File: src/sync_serial_defines.vh
// register indices, bit positions, modes and counts of the sync serial port
`ifndef SYNC_SERIAL_DEFINES_VH
`define SYNC_SERIAL_DEFINES_VH

// ---------------------------------------------------------------
// register indices (byte address is four times the index)
// ---------------------------------------------------------------
`define IDX_INTERRUPT_CONTROL 8'h0B
`define IDX_PERIPHERAL_IRQ_FLAGS 8'h0C
`define IDX_BUS_EVENT_FLAGS 8'h0D
`define IDX_SHIFT_BUFFER 8'h13
`define IDX_SYNC_PORT_CONTROL 8'h14
`define IDX_PORT_A_DIRECTION 8'h85
`define IDX_PORT_C_DIRECTION 8'h87
`define IDX_PERIPHERAL_IRQ_ENABLES 8'h8C
`define IDX_SECOND_PORT_CONTROL 8'h91
`define IDX_RATE_RELOAD_VALUE 8'h93
`define IDX_SYNC_PORT_STATUS 8'h94

// ---------------------------------------------------------------
// field positions
// ---------------------------------------------------------------
`define CTL_WRITE_COLLISION_FLAG 7
`define CTL_OVF 6
`define CTL_EN 5
`define CTL_CKP 4
`define STA_SMP 7
`define STA_CKE 6
`define STA_START 3
`define STA_BF 0
`define PIR_SPIF 3
`define BEF_BCOL 3
`define DIRC_SDO 5
`define DIRC_SCK 3
`define DIRA_SS 5
`define CTL2_SEN 0

// ---------------------------------------------------------------
// mode codes
// ---------------------------------------------------------------
`define MODE_M_DIV4 4'h0
`define MODE_M_DIV16 4'h1
`define MODE_M_DIV64 4'h2
`define MODE_M_TMR 4'h3
`define MODE_S_SS 4'h4
`define MODE_S_NOSS 4'h5
`define MODE_I2C_M 4'h8

// ---------------------------------------------------------------
// reset values and counts
// ---------------------------------------------------------------
`define RST_BYTE 8'h00
`define RST_DIR 8'hFF
`define HALF_DIV4 6'h02
`define HALF_DIV16 6'h08
`define HALF_DIV64 6'h20
`define SPI_LAST_EDGE 5'h10

`endif

File: src/sync_serial_port.v
// sync serial port: spi engine, i2c start sequencer and ahb-lite registers
//
// Decided for this implementation: the AHB-Lite register port.
`timescale 1ns/1ns
`include "sync_serial_defines.vh"

module sync_serial_port
(
	input wire hclk,
	input wire hresetn,
	input wire hsel,
	input wire [31:0] haddr,
	input wire [1:0] htrans,
	input wire hwrite,
	input wire [2:0] hsize,
	input wire [31:0] hwdata,
	input wire hready,
	output wire hreadyout,
	output wire hresp,
	output wire [31:0] hrdata,
	input wire tmr2_tick,
	input wire sck_in,
	output wire sck_out,
	output wire sck_oe,
	input wire sdi,
	output wire sdo,
	output wire sdo_oe,
	input wire ss_n,
	input wire sda_in,
	output wire sda_out,
	output wire sda_oe,
	input wire scl_in,
	output wire scl_out,
	output wire scl_oe
);

// ---------------------------------------------------------------
// states and helpers
// ---------------------------------------------------------------
localparam I_IDLE = 2'b00;
localparam I_CHECK = 2'b01;
localparam I_RISE = 2'b10;
localparam I_HOLD = 2'b11;

function [5:0] half_of;
	input [1:0] m;
	begin
		case (m)
		2'b00: half_of = `HALF_DIV4;
		2'b01: half_of = `HALF_DIV16;
		default: half_of = `HALF_DIV64;
		endcase
	end
endfunction

// ---------------------------------------------------------------
// registers
// ---------------------------------------------------------------
reg [7:0] interrupt_control_ff;
reg [7:0] pir_ff;
reg [7:0] pie_ff;
reg [7:0] bef_ff;
reg [7:0] ctl_ff;
reg [7:0] ctl2_ff;
reg [7:0] reload_ff;
reg [7:0] dira_ff;
reg [7:0] dirc_ff;
reg smp_ff;
reg cke_ff;
reg bf_ff;
reg start_ff;
reg [7:0] buf_ff;
reg wr_pend_ff;
reg [7:0] wr_idx_ff;
reg [31:0] hrdata_ff;
reg [7:0] rd_val;
reg [7:0] tx_ff;
reg [7:0] rx_ff;
reg busy_ff;
reg tog_ff;
reg [4:0] edge_ff;
reg [5:0] div_ff;
reg [2:0] capn_ff;
reg sck_prev_ff;
reg [1:0] ist_ff;
reg [1:0] nxt_ist;
reg [6:0] brg_ff;
reg [6:0] nxt_brg;
reg sda_low_ff;
reg nxt_sda_low;
reg sen_clr;
reg bcol_set;
reg start_set;

// ---------------------------------------------------------------
// bus decode
// ---------------------------------------------------------------
wire acc = hsel && htrans[1] && hready;
wire a_ok = haddr[31:10] == 22'h000000;
wire [7:0] a_idx = haddr[9:2];
wire rd_acc = acc && !hwrite && a_ok;
wire [7:0] wd = hwdata[7:0];
wire we = wr_pend_ff;
wire wr_ctl = we && wr_idx_ff == `IDX_SYNC_PORT_CONTROL;
wire wr_ctl2 = we && wr_idx_ff == `IDX_SECOND_PORT_CONTROL;
wire wr_sta = we && wr_idx_ff == `IDX_SYNC_PORT_STATUS;
wire wr_buf = we && wr_idx_ff == `IDX_SHIFT_BUFFER;
wire wr_pir = we && wr_idx_ff == `IDX_PERIPHERAL_IRQ_FLAGS;
wire wr_bef = we && wr_idx_ff == `IDX_BUS_EVENT_FLAGS;
wire rd_buf = rd_acc && a_idx == `IDX_SHIFT_BUFFER;

assign hreadyout = 1'b1;
assign hresp = 1'b0;
assign hrdata = hrdata_ff;

// ---------------------------------------------------------------
// mode decode and pin ownership
// ---------------------------------------------------------------
wire en = ctl_ff[`CTL_EN];
wire clock_idle_polarity = ctl_ff[`CTL_CKP];
wire [3:0] mode = ctl_ff[3:0];
wire spi_m = en && mode <= `MODE_M_TMR;
wire spi_s = en && (mode == `MODE_S_SS || mode == `MODE_S_NOSS);
wire spi_on = spi_m || spi_s;
wire i2c_m = en && mode == `MODE_I2C_M;
wire start_enable_bit = ctl2_ff[`CTL2_SEN];
wire ss_used = mode == `MODE_S_SS && dira_ff[`DIRA_SS];
wire ss_off = spi_s && ss_used && ss_n;
wire sck_ok = dirc_ff[`DIRC_SCK];

assign sck_out = clock_idle_polarity ^ tog_ff;
assign sck_oe = spi_m && !dirc_ff[`DIRC_SCK];
assign sdo = tx_ff[7];
assign sdo_oe = spi_on && !dirc_ff[`DIRC_SDO] && !ss_off;
assign sda_out = 1'b0;
assign sda_oe = sda_low_ff;
assign scl_out = 1'b0;
assign scl_oe = 1'b0;

// ---------------------------------------------------------------
// spi event decode
// ---------------------------------------------------------------
wire [5:0] half = half_of(mode[1:0]);
wire tick = (mode == `MODE_M_TMR) ? tmr2_tick : (div_ff == half - 6'h01);
wire m_ev = spi_m && busy_ff && tick;
wire e_odd = edge_ff[0];
wire e_last = edge_ff == `SPI_LAST_EDGE;
wire e_zero = edge_ff == 5'h00;
wire m_cap_mid = !e_last && (cke_ff ? !e_odd : e_odd);
wire m_cap_end = cke_ff ? e_odd : (!e_odd && !e_zero);
wire m_cap = smp_ff ? m_cap_end : m_cap_mid;
wire m_shf = !e_last && (cke_ff ? e_odd : (!e_odd && !e_zero));
wire sl_ev = spi_s && sck_ok && !ss_off && (sck_in != sck_prev_ff);
wire lead = sck_in != clock_idle_polarity;
wire s_cap = sl_ev && (cke_ff ? lead : !lead);
wire s_shf = sl_ev && (cke_ff ? !lead : (lead && capn_ff != 3'h0));
wire ev_cap = (m_ev && m_cap) || s_cap;
wire ev_shf = (m_ev && m_shf) || s_shf;
wire ev_done = (m_ev && e_last) || (s_cap && capn_ff == 3'h7);
wire [7:0] rx_nxt = ev_cap ? {rx_ff[6:0], sdi} : rx_ff;
wire spi_busy = (spi_m && busy_ff) || (spi_s && capn_ff != 3'h0);
wire buf_block = spi_busy || start_enable_bit;
wire buf_ok = wr_buf && !buf_block;
wire ovf_set = ev_done && spi_s && bf_ff;
wire fill = ev_done && !ovf_set;

// ---------------------------------------------------------------
// ahb-lite slave
// ---------------------------------------------------------------
always @*
begin
	case (a_idx)
	`IDX_INTERRUPT_CONTROL: rd_val = interrupt_control_ff;
	`IDX_PERIPHERAL_IRQ_FLAGS: rd_val = pir_ff;
	`IDX_BUS_EVENT_FLAGS: rd_val = bef_ff;
	`IDX_SHIFT_BUFFER: rd_val = buf_ff;
	`IDX_SYNC_PORT_CONTROL: rd_val = ctl_ff;
	`IDX_PORT_A_DIRECTION: rd_val = dira_ff;
	`IDX_PORT_C_DIRECTION: rd_val = dirc_ff;
	`IDX_PERIPHERAL_IRQ_ENABLES: rd_val = pie_ff;
	`IDX_SECOND_PORT_CONTROL: rd_val = ctl2_ff;
	`IDX_RATE_RELOAD_VALUE: rd_val = reload_ff;
	`IDX_SYNC_PORT_STATUS: rd_val = {smp_ff, cke_ff, 2'b00, start_ff, 2'b00, bf_ff};
	default: rd_val = 8'h00;
	endcase
end

always @(posedge hclk or negedge hresetn)
begin
	if (!hresetn)
	begin
		wr_pend_ff <= 1'b0;
		wr_idx_ff <= 8'h00;
		hrdata_ff <= 32'h00000000;
	end
	else
	begin
		wr_pend_ff <= acc && hwrite && a_ok;
		wr_idx_ff <= a_idx;
		if (rd_acc)
			hrdata_ff <= {24'h000000, rd_val};
	end
end

// ---------------------------------------------------------------
// software registers and hardware flags
// ---------------------------------------------------------------
always @(posedge hclk or negedge hresetn)
begin
	if (!hresetn)
	begin
		interrupt_control_ff <= `RST_BYTE;
		pir_ff <= `RST_BYTE;
		pie_ff <= `RST_BYTE;
		bef_ff <= `RST_BYTE;
		ctl_ff <= `RST_BYTE;
		ctl2_ff <= `RST_BYTE;
		reload_ff <= `RST_BYTE;
		dira_ff <= `RST_DIR;
		dirc_ff <= `RST_DIR;
		smp_ff <= 1'b0;
		cke_ff <= 1'b0;
		bf_ff <= 1'b0;
		start_ff <= 1'b0;
		buf_ff <= `RST_BYTE;
	end
	else
	begin
		if (we && wr_idx_ff == `IDX_INTERRUPT_CONTROL)
			interrupt_control_ff <= wd;
		if (we && wr_idx_ff == `IDX_PERIPHERAL_IRQ_ENABLES)
			pie_ff <= wd;
		if (we && wr_idx_ff == `IDX_RATE_RELOAD_VALUE)
			reload_ff <= wd;
		if (we && wr_idx_ff == `IDX_PORT_A_DIRECTION)
			dira_ff <= wd;
		if (we && wr_idx_ff == `IDX_PORT_C_DIRECTION)
			dirc_ff <= wd;
		if (wr_sta)
		begin
			smp_ff <= wd[`STA_SMP];
			cke_ff <= wd[`STA_CKE];
		end
		if (wr_ctl)
			ctl_ff[5:0] <= wd[5:0];
		if (wr_buf && buf_block)
			ctl_ff[`CTL_WRITE_COLLISION_FLAG] <= 1'b1;
		else if (wr_ctl)
			ctl_ff[`CTL_WRITE_COLLISION_FLAG] <= wd[`CTL_WRITE_COLLISION_FLAG];
		if (ovf_set)
			ctl_ff[`CTL_OVF] <= 1'b1;
		else if (wr_ctl)
			ctl_ff[`CTL_OVF] <= wd[`CTL_OVF];
		if (wr_pir)
			pir_ff <= wd;
		if (ev_done)
			pir_ff[`PIR_SPIF] <= 1'b1;
		if (wr_bef)
			bef_ff <= wd;
		if (bcol_set)
			bef_ff[`BEF_BCOL] <= 1'b1;
		if (fill)
		begin
			buf_ff <= rx_nxt;
			bf_ff <= 1'b1;
		end
		else if (rd_buf)
			bf_ff <= 1'b0;
		if (!i2c_m)
			start_ff <= 1'b0;
		else if (start_set)
			start_ff <= 1'b1;
		if (wr_ctl2 && start_enable_bit)
			ctl2_ff <= {wd[7:5], ctl2_ff[4:1], 1'b0 | !sen_clr};
		else if (wr_ctl2)
			ctl2_ff <= wd;
		else if (sen_clr)
			ctl2_ff[`CTL2_SEN] <= 1'b0;
	end
end

// ---------------------------------------------------------------
// spi engine
// ---------------------------------------------------------------
always @(posedge hclk or negedge hresetn)
begin
	if (!hresetn)
	begin
		tx_ff <= `RST_BYTE;
		rx_ff <= `RST_BYTE;
		busy_ff <= 1'b0;
		tog_ff <= 1'b0;
		edge_ff <= 5'h00;
		div_ff <= 6'h00;
		capn_ff <= 3'h0;
		sck_prev_ff <= 1'b0;
	end
	else
	begin
		sck_prev_ff <= sck_in;
		if (!spi_on)
		begin
			busy_ff <= 1'b0;
			tog_ff <= 1'b0;
			edge_ff <= 5'h00;
			div_ff <= 6'h00;
			capn_ff <= 3'h0;
		end
		else
		begin
			if (buf_ok)
				tx_ff <= wd;
			else if (ev_shf)
				tx_ff <= {tx_ff[6:0], 1'b0};
			if (ev_cap)
				rx_ff <= rx_nxt;
			if (buf_ok && spi_m)
			begin
				busy_ff <= 1'b1;
				tog_ff <= 1'b0;
				edge_ff <= 5'h00;
				div_ff <= 6'h00;
			end
			else if (m_ev)
			begin
				div_ff <= 6'h00;
				if (!e_last)
					tog_ff <= ~tog_ff;
				if (e_last)
					busy_ff <= 1'b0;
				else
					edge_ff <= edge_ff + 5'h01;
			end
			else if (spi_m && busy_ff)
				div_ff <= div_ff + 6'h01;
			if (ss_off)
				capn_ff <= 3'h0;
			else if (s_cap)
				capn_ff <= capn_ff + 3'h1;
		end
	end
end

// ---------------------------------------------------------------
// i2c start sequencer
// ---------------------------------------------------------------
always @*
begin
	nxt_ist = ist_ff;
	nxt_brg = brg_ff;
	nxt_sda_low = sda_low_ff;
	sen_clr = 1'b0;
	bcol_set = 1'b0;
	start_set = 1'b0;
	case (ist_ff)
	I_IDLE:
	begin
		if (i2c_m && start_enable_bit)
			nxt_ist = I_CHECK;
	end
	I_CHECK:
	begin
		if (sda_in && scl_in)
		begin
			nxt_brg = reload_ff[6:0];
			nxt_ist = I_RISE;
		end
		else if (!sda_in && !scl_in)
		begin
			bcol_set = 1'b1;
			sen_clr = 1'b1;
			nxt_sda_low = 1'b0;
			nxt_ist = I_IDLE;
		end
	end
	I_RISE:
	begin
		if (!scl_in || (brg_ff == 7'h00 && !sda_in))
		begin
			bcol_set = 1'b1;
			sen_clr = 1'b1;
			nxt_sda_low = 1'b0;
			nxt_ist = I_IDLE;
		end
		else if (brg_ff == 7'h00)
		begin
			nxt_sda_low = 1'b1;
			start_set = 1'b1;
			nxt_brg = reload_ff[6:0];
			nxt_ist = I_HOLD;
		end
		else
			nxt_brg = brg_ff - 7'h01;
	end
	default:
	begin
		if (brg_ff == 7'h00)
		begin
			sen_clr = 1'b1;
			nxt_ist = I_IDLE;
		end
		else
			nxt_brg = brg_ff - 7'h01;
	end
	endcase
	if (!i2c_m)
	begin
		nxt_ist = I_IDLE;
		nxt_sda_low = 1'b0;
		sen_clr = 1'b0;
		bcol_set = 1'b0;
		start_set = 1'b0;
	end
end

always @(posedge hclk or negedge hresetn)
begin
	if (!hresetn)
	begin
		ist_ff <= I_IDLE;
		brg_ff <= 7'h00;
		sda_low_ff <= 1'b0;
	end
	else
	begin
		ist_ff <= nxt_ist;
		brg_ff <= nxt_brg;
		sda_low_ff <= nxt_sda_low;
	end
end

endmodule

File: config.mk
export PLATFORM = sky130hd
export DESIGN_NAME = sync_serial_port
export DESIGN_NICKNAME = d
export VERILOG_FILES = /design/src/sync_serial_port.v
export VERILOG_INCLUDE_DIRS = /design/src
export SDC_FILE = /design/constraint.sdc
export NUM_CORES = 1
export LEC_CHECK = 0
export ABC_AREA = 1
export BUFFER_PORTS_ARGS = -buffer_cell sky130_fd_sc_hd__buf_2
export CORE_MARGIN = 5
export CORE_UTILIZATION = 57
export CTS_CLUSTER_SIZE = 16
export DETAILED_ROUTE_END_ITERATION = 16
export PLACE_DENSITY = 0.92
export SYNTH_ARGS = -nofsm -noshare
export SYNTH_HDL_FRONTEND = slang
export SYNTH_SLANG_ARGS = --single-unit
export TNS_END_PERCENT = 5
File: constraint.sdc
create_clock -name hclk -period 2.5 [get_ports hclk]
set_clock_uncertainty 0.2 [all_clocks]
set_input_delay 0.25 -clock hclk [delete_from_list [all_inputs] [get_ports hclk]]
set_output_delay 0.25 -clock hclk [all_outputs]
set_load 0.02 [all_outputs]
### Word level (Yosys, flattened, before mapping)

Index checks and enable logic that the tools add are counted.

* $lt $le $gt $ge: 1
* reduce and logical (&&, ||, !) cells: 97
* bitwise logic cells: 4
* $add $sub $neg: 5
* multipliers: 0
* div/mod/pow operators: 0
* equality and inequality tests: 50
* multiplexer cells: 76
* shift operators: 0

Operator list (count)
* $eq A8 B8 Y1 const B: 12
* $pmux W8 S11: 1
* $logic_and A1 B1 Y1: 54
* $eq A8 B4 Y1 const B: 6
* $mux W1: 40
* $mux W7: 5
* $eq A8 B5 Y1 const B: 4
* $mux W8: 4
* $mux W6: 4
* $logic_not A22 Y1: 1
* $pmux W7 S3: 1
* $mux W5: 4
* $ne A3 B1 Y1 const B: 5
* $mux W2: 7
* $reduce_bool A2 Y1: 7
* $logic_not A1 Y1: 13
* $pmux W6 S2: 1
* $reduce_and A4 Y1: 3
* $reduce_and A2 Y1: 5
* $mux W3: 3
* $ne A3 B3 Y1 const B: 3
* $eq A4 B3 Y1 const B: 2
* $logic_or A1 B1 Y1: 8
* $mux W4: 2
* other kinds (28): 38

* output and inout port bits: 42
* bits in read-only memories: 0
* register bits: 144
* bits in writable memories: 0
* memories: 0
* latch bits: 0
* word-level logic and storage cells: 267

### Depth between registers and ports, before layout

Gate-level depths: netlist (run 1).

* word-level depth: 16
* mapped depth: 12

### Least setup slack after synthesis (run 1)

OpenSTA, ideal clock, no wires.

* path type: register to register
* start point: register ctl_ff[2]
* end point: register buf_ff[0]
* cell stages (with the launch flop): 11
* arrival time: 1.489 ns
* required time: 2.183 ns
* setup slack: 0.693 ns
* path buffers: 0
* clock period less this slack: 1.807 ns
* library setup time: 0.117 ns
* cell sequence: dfrtp_1 -> nor2_1 -> nand2_1 -> inv_2 -> nand2_2 -> inv_2 -> nand3_1 -> a21oi_4 -> inv_4 -> nand2_1 -> nand2_1

* word-level cells in the longest chain between the ends: 15

RTL lines
* from (decl): RTL line sync_serial_port.v:63 `reg [7:0] ctl_ff;`
* from (signal assigned): RTL line sync_serial_port.v:216 `` ctl_ff <= `RST_BYTE; ``
* from (signal assigned): RTL line sync_serial_port.v:245 `ctl_ff[5:0] <= wd[5:0];`
* from (signal, indexed assignment): RTL line sync_serial_port.v:249 `` ctl_ff[`CTL_WRITE_COLLISION_FLAG] <= wd[`CTL_WRITE_COLLISION_FLAG]; ``
* $eq A4 B3 Y1 (no line)
* $logic_or A1 B1 Y1 (no line)
* $logic_and A1 B1 Y1: RTL line sync_serial_port.v:123 `` wire spi_s = en && (mode == `MODE_S_SS || mode == `MODE_S_NOSS); ``
* $logic_and A1 B1 Y1 (2 in a row): RTL line sync_serial_port.v:128 `wire ss_off = spi_s && ss_used && ss_n;`
* $logic_not A1 Y1: RTL line sync_serial_port.v:153 `wire sl_ev = spi_s && sck_ok && !ss_off && (sck_in != sck_prev_ff);`
* $logic_and A1 B1 Y1 (2 in a row): RTL line sync_serial_port.v:153
* $logic_and A1 B1 Y1: RTL line sync_serial_port.v:155 `wire s_cap = sl_ev && (cke_ff ? lead : !lead);`
* $logic_and A1 B1 Y1: RTL line sync_serial_port.v:159 `wire ev_done = (m_ev && e_last) || (s_cap && capn_ff == 3'h7);`
* $logic_or A1 B1 Y1: RTL line sync_serial_port.v:159
* $logic_and A1 B1 Y1 (2 in a row): RTL line sync_serial_port.v:164 `wire ovf_set = ev_done && spi_s && bf_ff;`
* $logic_not A1 Y1: RTL line sync_serial_port.v:165 `wire fill = ev_done && !ovf_set;`
* $logic_and A1 B1 Y1: RTL line sync_serial_port.v:165
* to (signal assigned): RTL line sync_serial_port.v:225 `` buf_ff <= `RST_BYTE; ``
* to (signal assigned): RTL line sync_serial_port.v:264 `buf_ff <= rx_nxt;`
* to (decl): RTL line sync_serial_port.v:72 `reg [7:0] buf_ff;`

Several ways; a longest one is shown, not always the timed one.
A chain may end at the register's enable or synchronous reset.

### Worst setup path after layout (run 1)

* start point: input haddr[10]
* end point: register wr_pend_ff, in the netlist we

* word-level cells in the longest chain between the ends: 2

RTL lines
* from (decl): RTL line sync_serial_port.v:12 `input wire [31:0] haddr,`
* $logic_not A22 Y1: RTL line sync_serial_port.v:99 `wire a_ok = haddr[31:10] == 22'h000000;`
* $logic_and A1 B1 Y1: RTL line sync_serial_port.v:198 `wr_pend_ff <= acc && hwrite && a_ok;`
* to (signal assigned): RTL line sync_serial_port.v:198
* to (decl): RTL line sync_serial_port.v:73 `reg wr_pend_ff;`

Every way passes these cells.

==> results of run 1 <==
synthesized netlist by cell type:
library cell / count
a21oi_1: 12
a21oi_4: 1
a31oi_1: 1
and2_1: 9
and3_1: 1
buf_2: 4
buf_4: 30
buf_6: 1
clkbuf_1: 11
conb_1: 2
dfrtp_1: 128
dfstp_2: 16
ha_1: 12
inv_1: 110
inv_2: 5
inv_4: 1
mux2i_1: 1
nand2_1: 298
nand2_2: 6
nand3_1: 103
nand3_2: 4
nand3b_1: 2
nand4_1: 11
nor2_1: 82
nor2_2: 5
nor3_1: 14
nor3_4: 1
nor3b_1: 1
nor4_1: 8
o211a_1: 1
o211ai_1: 4
o21a_1: 1
o21ai_0: 104
o21ai_1: 7
o22ai_1: 8
or2_2: 5
xor2_1: 9
area by class of cell:
type	count	area share, %
Multi-Input combinational cell	740	38.3
Clock inverter	8	1.12
Sequential cell	144	40.1
Timing Repair Buffer	100	7.47
Clock buffer	24	5.67
Inverter	116	4.85
Tap cell	176	2.44
per-stage QoR:
| stage | utilization (%) | cell area (sq um) | setup slack, ps | instances |
|---|---|---|---|---|
| after floorplan | - | 7820 | 693 | 1046 |
| after global placement | 61.7 | 8170 | 320 | 1252 |
| after detailed placement | 61.7 | 8170 | 198 | 1252 |
| after CTS | 68.2 | 9020 | 134 | 1308 |
| after global routing | 68.2 | 9030 | 23.2 | 1308 |
| final | 68.2 | 9030 | 119 | 1308 |
cell families after synthesis:
logic type,after synthesis
mux,1
simple gates,550
xor+xnor,9
fa+ha+maj,12
flops,144
other cells,2
buf+inv,162
compound gates,139
report_power, final:
part	switching (mW)	internal [mW]
Sequential	0.00874	2.34
Clock	0.975	1.63
Combinational	0.183	0.0763
worst max-delay path: stages:
cell           delay [ps]
dlygate4sd3_1         530
buf_2                 120
nor4_1                250
dlygate4sd3_1         580
nand2_1                60
dlygate4sd3_1         560
nor3_1                160
what timing repair did:
item | in CTS | in global routing
hold buffers | 24 | 0
endpoints found under the hold margin | 151 | 0
resized for setup | 0 | 2
setup endpoints to repair | 0 | 3
metal layers:
layer	GRT usage, %	part of all wire [%]	vias up
li1	-	-	3442
met1	31.5	39	3428
met2	43.0	49	335
met3	5.80	8.8	53
met4	9.91	2.8	0
met5	0	0	-
final timing paths:
check	start	endpoint	slack, ps
setup / recovery	haddr[10]	we	120
hold / removal	scl_in	sda_oe	100
setup reg to reg	ctl_ff[2]	buf_ff[2]	250
hold reg to reg	tx_ff[5]	tx_ff[5]	270
max in group asynchronous	hresetn	edge_ff[1]	1200
min in group asynchronous	hresetn	sda_oe	260
==> impl_results.md, run 1 <==
- #FFs+latches synth: ~140
- Post-layout minimum cycle time: 2380 ps
- Top cells by area, synth: dfrtp_1 42%, nand2_1 15%, o21ai_0 6.7%
- DR vias/cell: approximately 5.5
- Yosys top cell area share: about two fifths
- Synthesis-to-finish area growth: 17.0%
- CTS Root Cell: clkbuf_16
- Hold Path Depth: 5
- Count of cell types in the netlist: 37
- Worst path arrival time: roughly 2500 ps
- Power, Total: between 5 and 6 mW
- Vias in the first global route: between 6k and 7k
- Slew @ Worst Pin: approximately 800 ps
- Die ar.: 16000 sq um
- Commonest non-fill, non-tap cell in the layout: nand2_1
- Reg area: 3620 sq um
- Gp weighted congestion: between 0.9 and 1
- Final setup vio count: 0
- Num CTS Buffers: 17
- Worst-case reg-to-reg path depth: 10
- Worst hold margin: 104 ps
- Clock Sinks: ~140
- Post-DP HPWL: about 14000 um
- Final Cycle Share: a little over nine tenths
- # diodes: 0
- Most frequent cells in the layout: 298 x nand2_1, 128 x dfrtp_1, 110 x inv_1
- Num rows: 42
- Max clock buf depth: 2
- Hold WC Path Type: in2reg
- Antenna violations before repair: 0
- Die height: 126 um
- Drt first pass iters: 6
- Unrepaired setup endpoints after global routing: false
- DRC Markers: 0
- Setup TNS: 0 ps
- Area occupied by multi-input gates: ~3500 sq um
- Mux cell area share after synthesis: less than 1%
- Initial Util: between 50% and 60%
- Maximum clock frequency: between 0.4 and 0.5 GHz
- Lkg Pwr: 4.86 nW
- Post-Synth Adder-Cell Area: a little under 2%
- CTS tree: done
- Routed wire length: 19800 um
- Sequential area share after synthesis: 47.0%
- Synth Area in Compound Gates: about a tenth
- Routed length per placed instance: roughly 15 um
- Total global routing track utilization: roughly 25%
- WP data required: 2640 ps
- Worst-Skew Late Latency: 420 ps
- DRT iter0 DRCs: approximately 900
- Post-CTS Setup Bufs: 0
- PD cells: between 500 and 600 nW/um^2
- CP startpoint kind: primary input
- H-tree level count: 4
- Dominant cell type by area after synthesis: dfrtp_1
- Max-Cap Viols: 0
- Largest net degree at the start of global routing: roughly 150
- Share of cells above drive strength 1: a little over an eighth
- Vias: just over 7k
- Area share of and/or/nand/nor cells after synthesis: a little under a third
- Outcome: finished clean
- Slew Viols, Final: 0
- Final Hold Fails: 0
- Post-route ant nets: 0
- Slew HR: 46.4%
- Max IR drop VDD: 505 uV
- Xor-xnor portion of the synthesized cell area: under 10%
- Main combinational cell family by area after synthesis: simple AND/OR/NAND/NOR gates
- Layout fillers: approximately 1.0k
- Number of port buffers: 62
- Synth Instances: between 1k and 1.5k
- Clk pin slew, worst setup/hold paths: 60 ps
- Fin nets: between 1k and 1.5k
- Crit path capture type: flop
- Congestion Overflow GR: 0
- First-pass GRT wire length: approximately 33000 um
- Die Span X: 126 um
- Io pins: 122
- CP max FO: 2
- Yosys warns: 0
- Syn_area_per_cell: approximately 7.6 sq um
- Placeable core area: around 13000 sq um
- WS Path Type: in2reg
- Post-Syn Area: ~7700 sq um
Note: power is estimated with default switching activity, not from simulation.
==> run 2, diff against run 1 <==
--- a/config.mk
+++ b/config.mk
@@ -13,6 +13,7 @@
 export CTS_CLUSTER_SIZE = 16
 export DETAILED_ROUTE_END_ITERATION = 16
 export PLACE_DENSITY = 0.92
+export REMOVE_ABC_BUFFERS = 1
 export SYNTH_ARGS = -nofsm -noshare
 export SYNTH_HDL_FRONTEND = slang
 export SYNTH_SLANG_ARGS = --single-unit
==> run 2 against run 1 <==
Net effect: sequential cell count did not move; worst setup slack better by 57 ps; register-to-register slack about the same; die area unchanged; global-route usage grew 0.10 points; final area is 0.61% lower; utilization fell by 0.42 points; first-iteration DRC count is 22% lower; power down 3.7%; non-clock buffer count shrank 1; final cell count barely moved; critical endpoint is now buf_ff[6]; highest routed layer unchanged.
==> impl_results.md, run 2 (synthesized netlist as in run 1, its figures left out) <==
- Outcome: finished clean
- Num rows: 42
- Commonest non-fill, non-tap cell in the layout: nand2_1
- Unrepaired setup endpoints after global routing: false
- Clock Sinks: 144
- Num CTS Buffers: 17
- Post-route ant nets: 0
- Total global routing track utilization: roughly a quarter
- Gp weighted congestion: between 0.9 and 1
- Clk pin slew, worst setup/hold paths: approximately 50 ps
- H-tree level count: 4
- Slew HR: ~55%
- Final Non-Filler Cells: about 1.3k
- Min-Delay Endpoint: bf_ff
- Antenna violations before repair: 0
- Die Span X: ~130 um
- WP data required: about 2600 ps
- CTS tree: done
- Reg area: 3620 sq um
- Crit path largest cell delay: between 500 and 600 ps
- Number of port buffers: between 60 and 70
- Area occupied by multi-input gates: roughly 3500 sq um
- Die height: between 100 and 150 um
- Largest net degree at the start of global routing: 66
- PnR worst setup slack: about 180 ps
- First-pass GRT wire length: around 33000 um
- Hold WC Path Type: in2reg
- Final Cycle Share: about 93%
- Placeable core area: approximately 13000 sq um
- Slew Viols, Final: 0
- Synthesis-to-finish area growth: 16.3%
- Max-Cap Viols: 0
- CP max FO: 11
- Lkg Pwr: 4.85 nW
- Max clock buf depth: 2
- CP startpoint kind: primary input
- Crit path capture type: flop
- R2R setup slack: 250 ps
- # diodes: 0
- Post-layout minimum cycle time: 2320 ps
- Pre-CTS setup slack: between 200 and 250 ps
- Final Hold Fails: 0
- Initial Util: roughly three fifths
- Fin nets: 1210
- Routed length per placed instance: about 15 um
- Layout fillers: about 990
- Drt first pass iters: 6
- Worst-Skew Late Latency: 420 ps
- Die ar.: around 16000 sq um
- CTS Root Cell: clkbuf_16
- Routed wire length: 20000 um
- Setup TNS: 0 ps
- Crit-path most repeated cell: nand2_1
- Worst R2R Start: ctl_ff[2]
- Cells after DPL: ~1.3k
- Reg2reg end: buf_ff[3]
- Congestion Overflow GR: 0
- Final setup vio count: 0
- DR vias/cell: between 5 and 6
- Vias in the first global route: 6945
- Post-DP HPWL: about 14000 um
- Share of cells above drive strength 1: about 13%
- PD cells: 559 nW/um^2
- Vias: 7254
- CP max stage cell: dlygate4sd3_1
- Worst path arrival time: 2420 ps
- Slew @ Worst Pin: slightly below 700 ps
- Maximum clock frequency: approximately 0.43 GHz
- Hold path start: haddr[10]
- Most frequent cells in the layout: 298 x nand2_1, 128 x dfrtp_1, 110 x inv_1
- Max IR drop VDD: roughly 490 uV
- WS Path Type: in2reg
- DRT iter0 DRCs: about 700
- Worst-case reg-to-reg path depth: 10
- Io pins: around 120
- DRC Markers: 0
- CP Cell Sequence: dlygate4sd3_1 > buf_2 > or2_2 > nand2_1 > nand2_1 > nand2_1 > nand2_1 > nand2_2 > nand2_1 > nand3_1 > nand2_1
- Hold Path Depth: 7
## run 2: cell type report
cell class	count	share of cell area (%)
repair buffers	99	7.43
clock buffers	27	5.72
flip-flops and latches	144	40.4
clock inverters	5	0.586
multi-input cells	740	38.5
inverters	116	4.88
well taps	176	2.45
## run 2: metal layers
metal  track usage, %  up-vias  part of all wire (%)
met3             6.64       70                   9.1
li1                 -     3422                     -
met5                0        -                     0
met2             42.3      382                    48
met1             31.7     3380                    39
met4             10.5        0                   3.5
## run 2: critical path, delay by kind of cell
family                 cells  cell delay (ps)
AND/OR/NAND/NOR            9             1460
buffers and inverters      2              700
## run 2: through the flow
step | power [mW] | hold slack, ps | util (%) | cell area, sq um
finish | 5.02 | 109 | 67.8 | 8970
global route | 5.17 | 160 | 67.8 | 8970
CTS | 5.04 | 87.9 | 67.7 | 8970
detailed placement | 2.63 | 84.9 | 62.0 | 8210
global placement | 2.62 | 79.3 | 62.0 | 8210
floorplan | 2.49 | -246 | - | 7520
## run 2: how the worst max path moves through the flow
stage / slack [ps] / start / endpoint / cells after the start
after floorplan: 500 / wr_idx_ff[5] / bef_ff[6] / 6
after global placement: 290 / brg_ff[0] / brg_ff[0] / 10
after detailed placement: 220 / brg_ff[0] / brg_ff[1] / 10
after CTS: 170 / brg_ff[0] / brg_ff[1] / 10
after global routing: 10 / sck_in / buf_ff[6] / 11
final: 180 / sck_in / buf_ff[6] / 11
## run 2: repair_timing
item / 4_1_cts / 5_1_grt
endpoints found under the hold margin: 74 / 0
setup buffers: 0 / 0
gates resized for setup: 0 / 1
setup endpoints to repair: 0 / 2
hold buffers: 19 / 0
## run 2: where the power goes
| group | switching (mW) | internal, mW |
|---|---|---|
| clock | 0.911 | 1.50 |
| sequential | 0.00830 | 2.34 |
| combinational | 0.183 | 0.0777 |
| total | 1.10 | 3.92 |
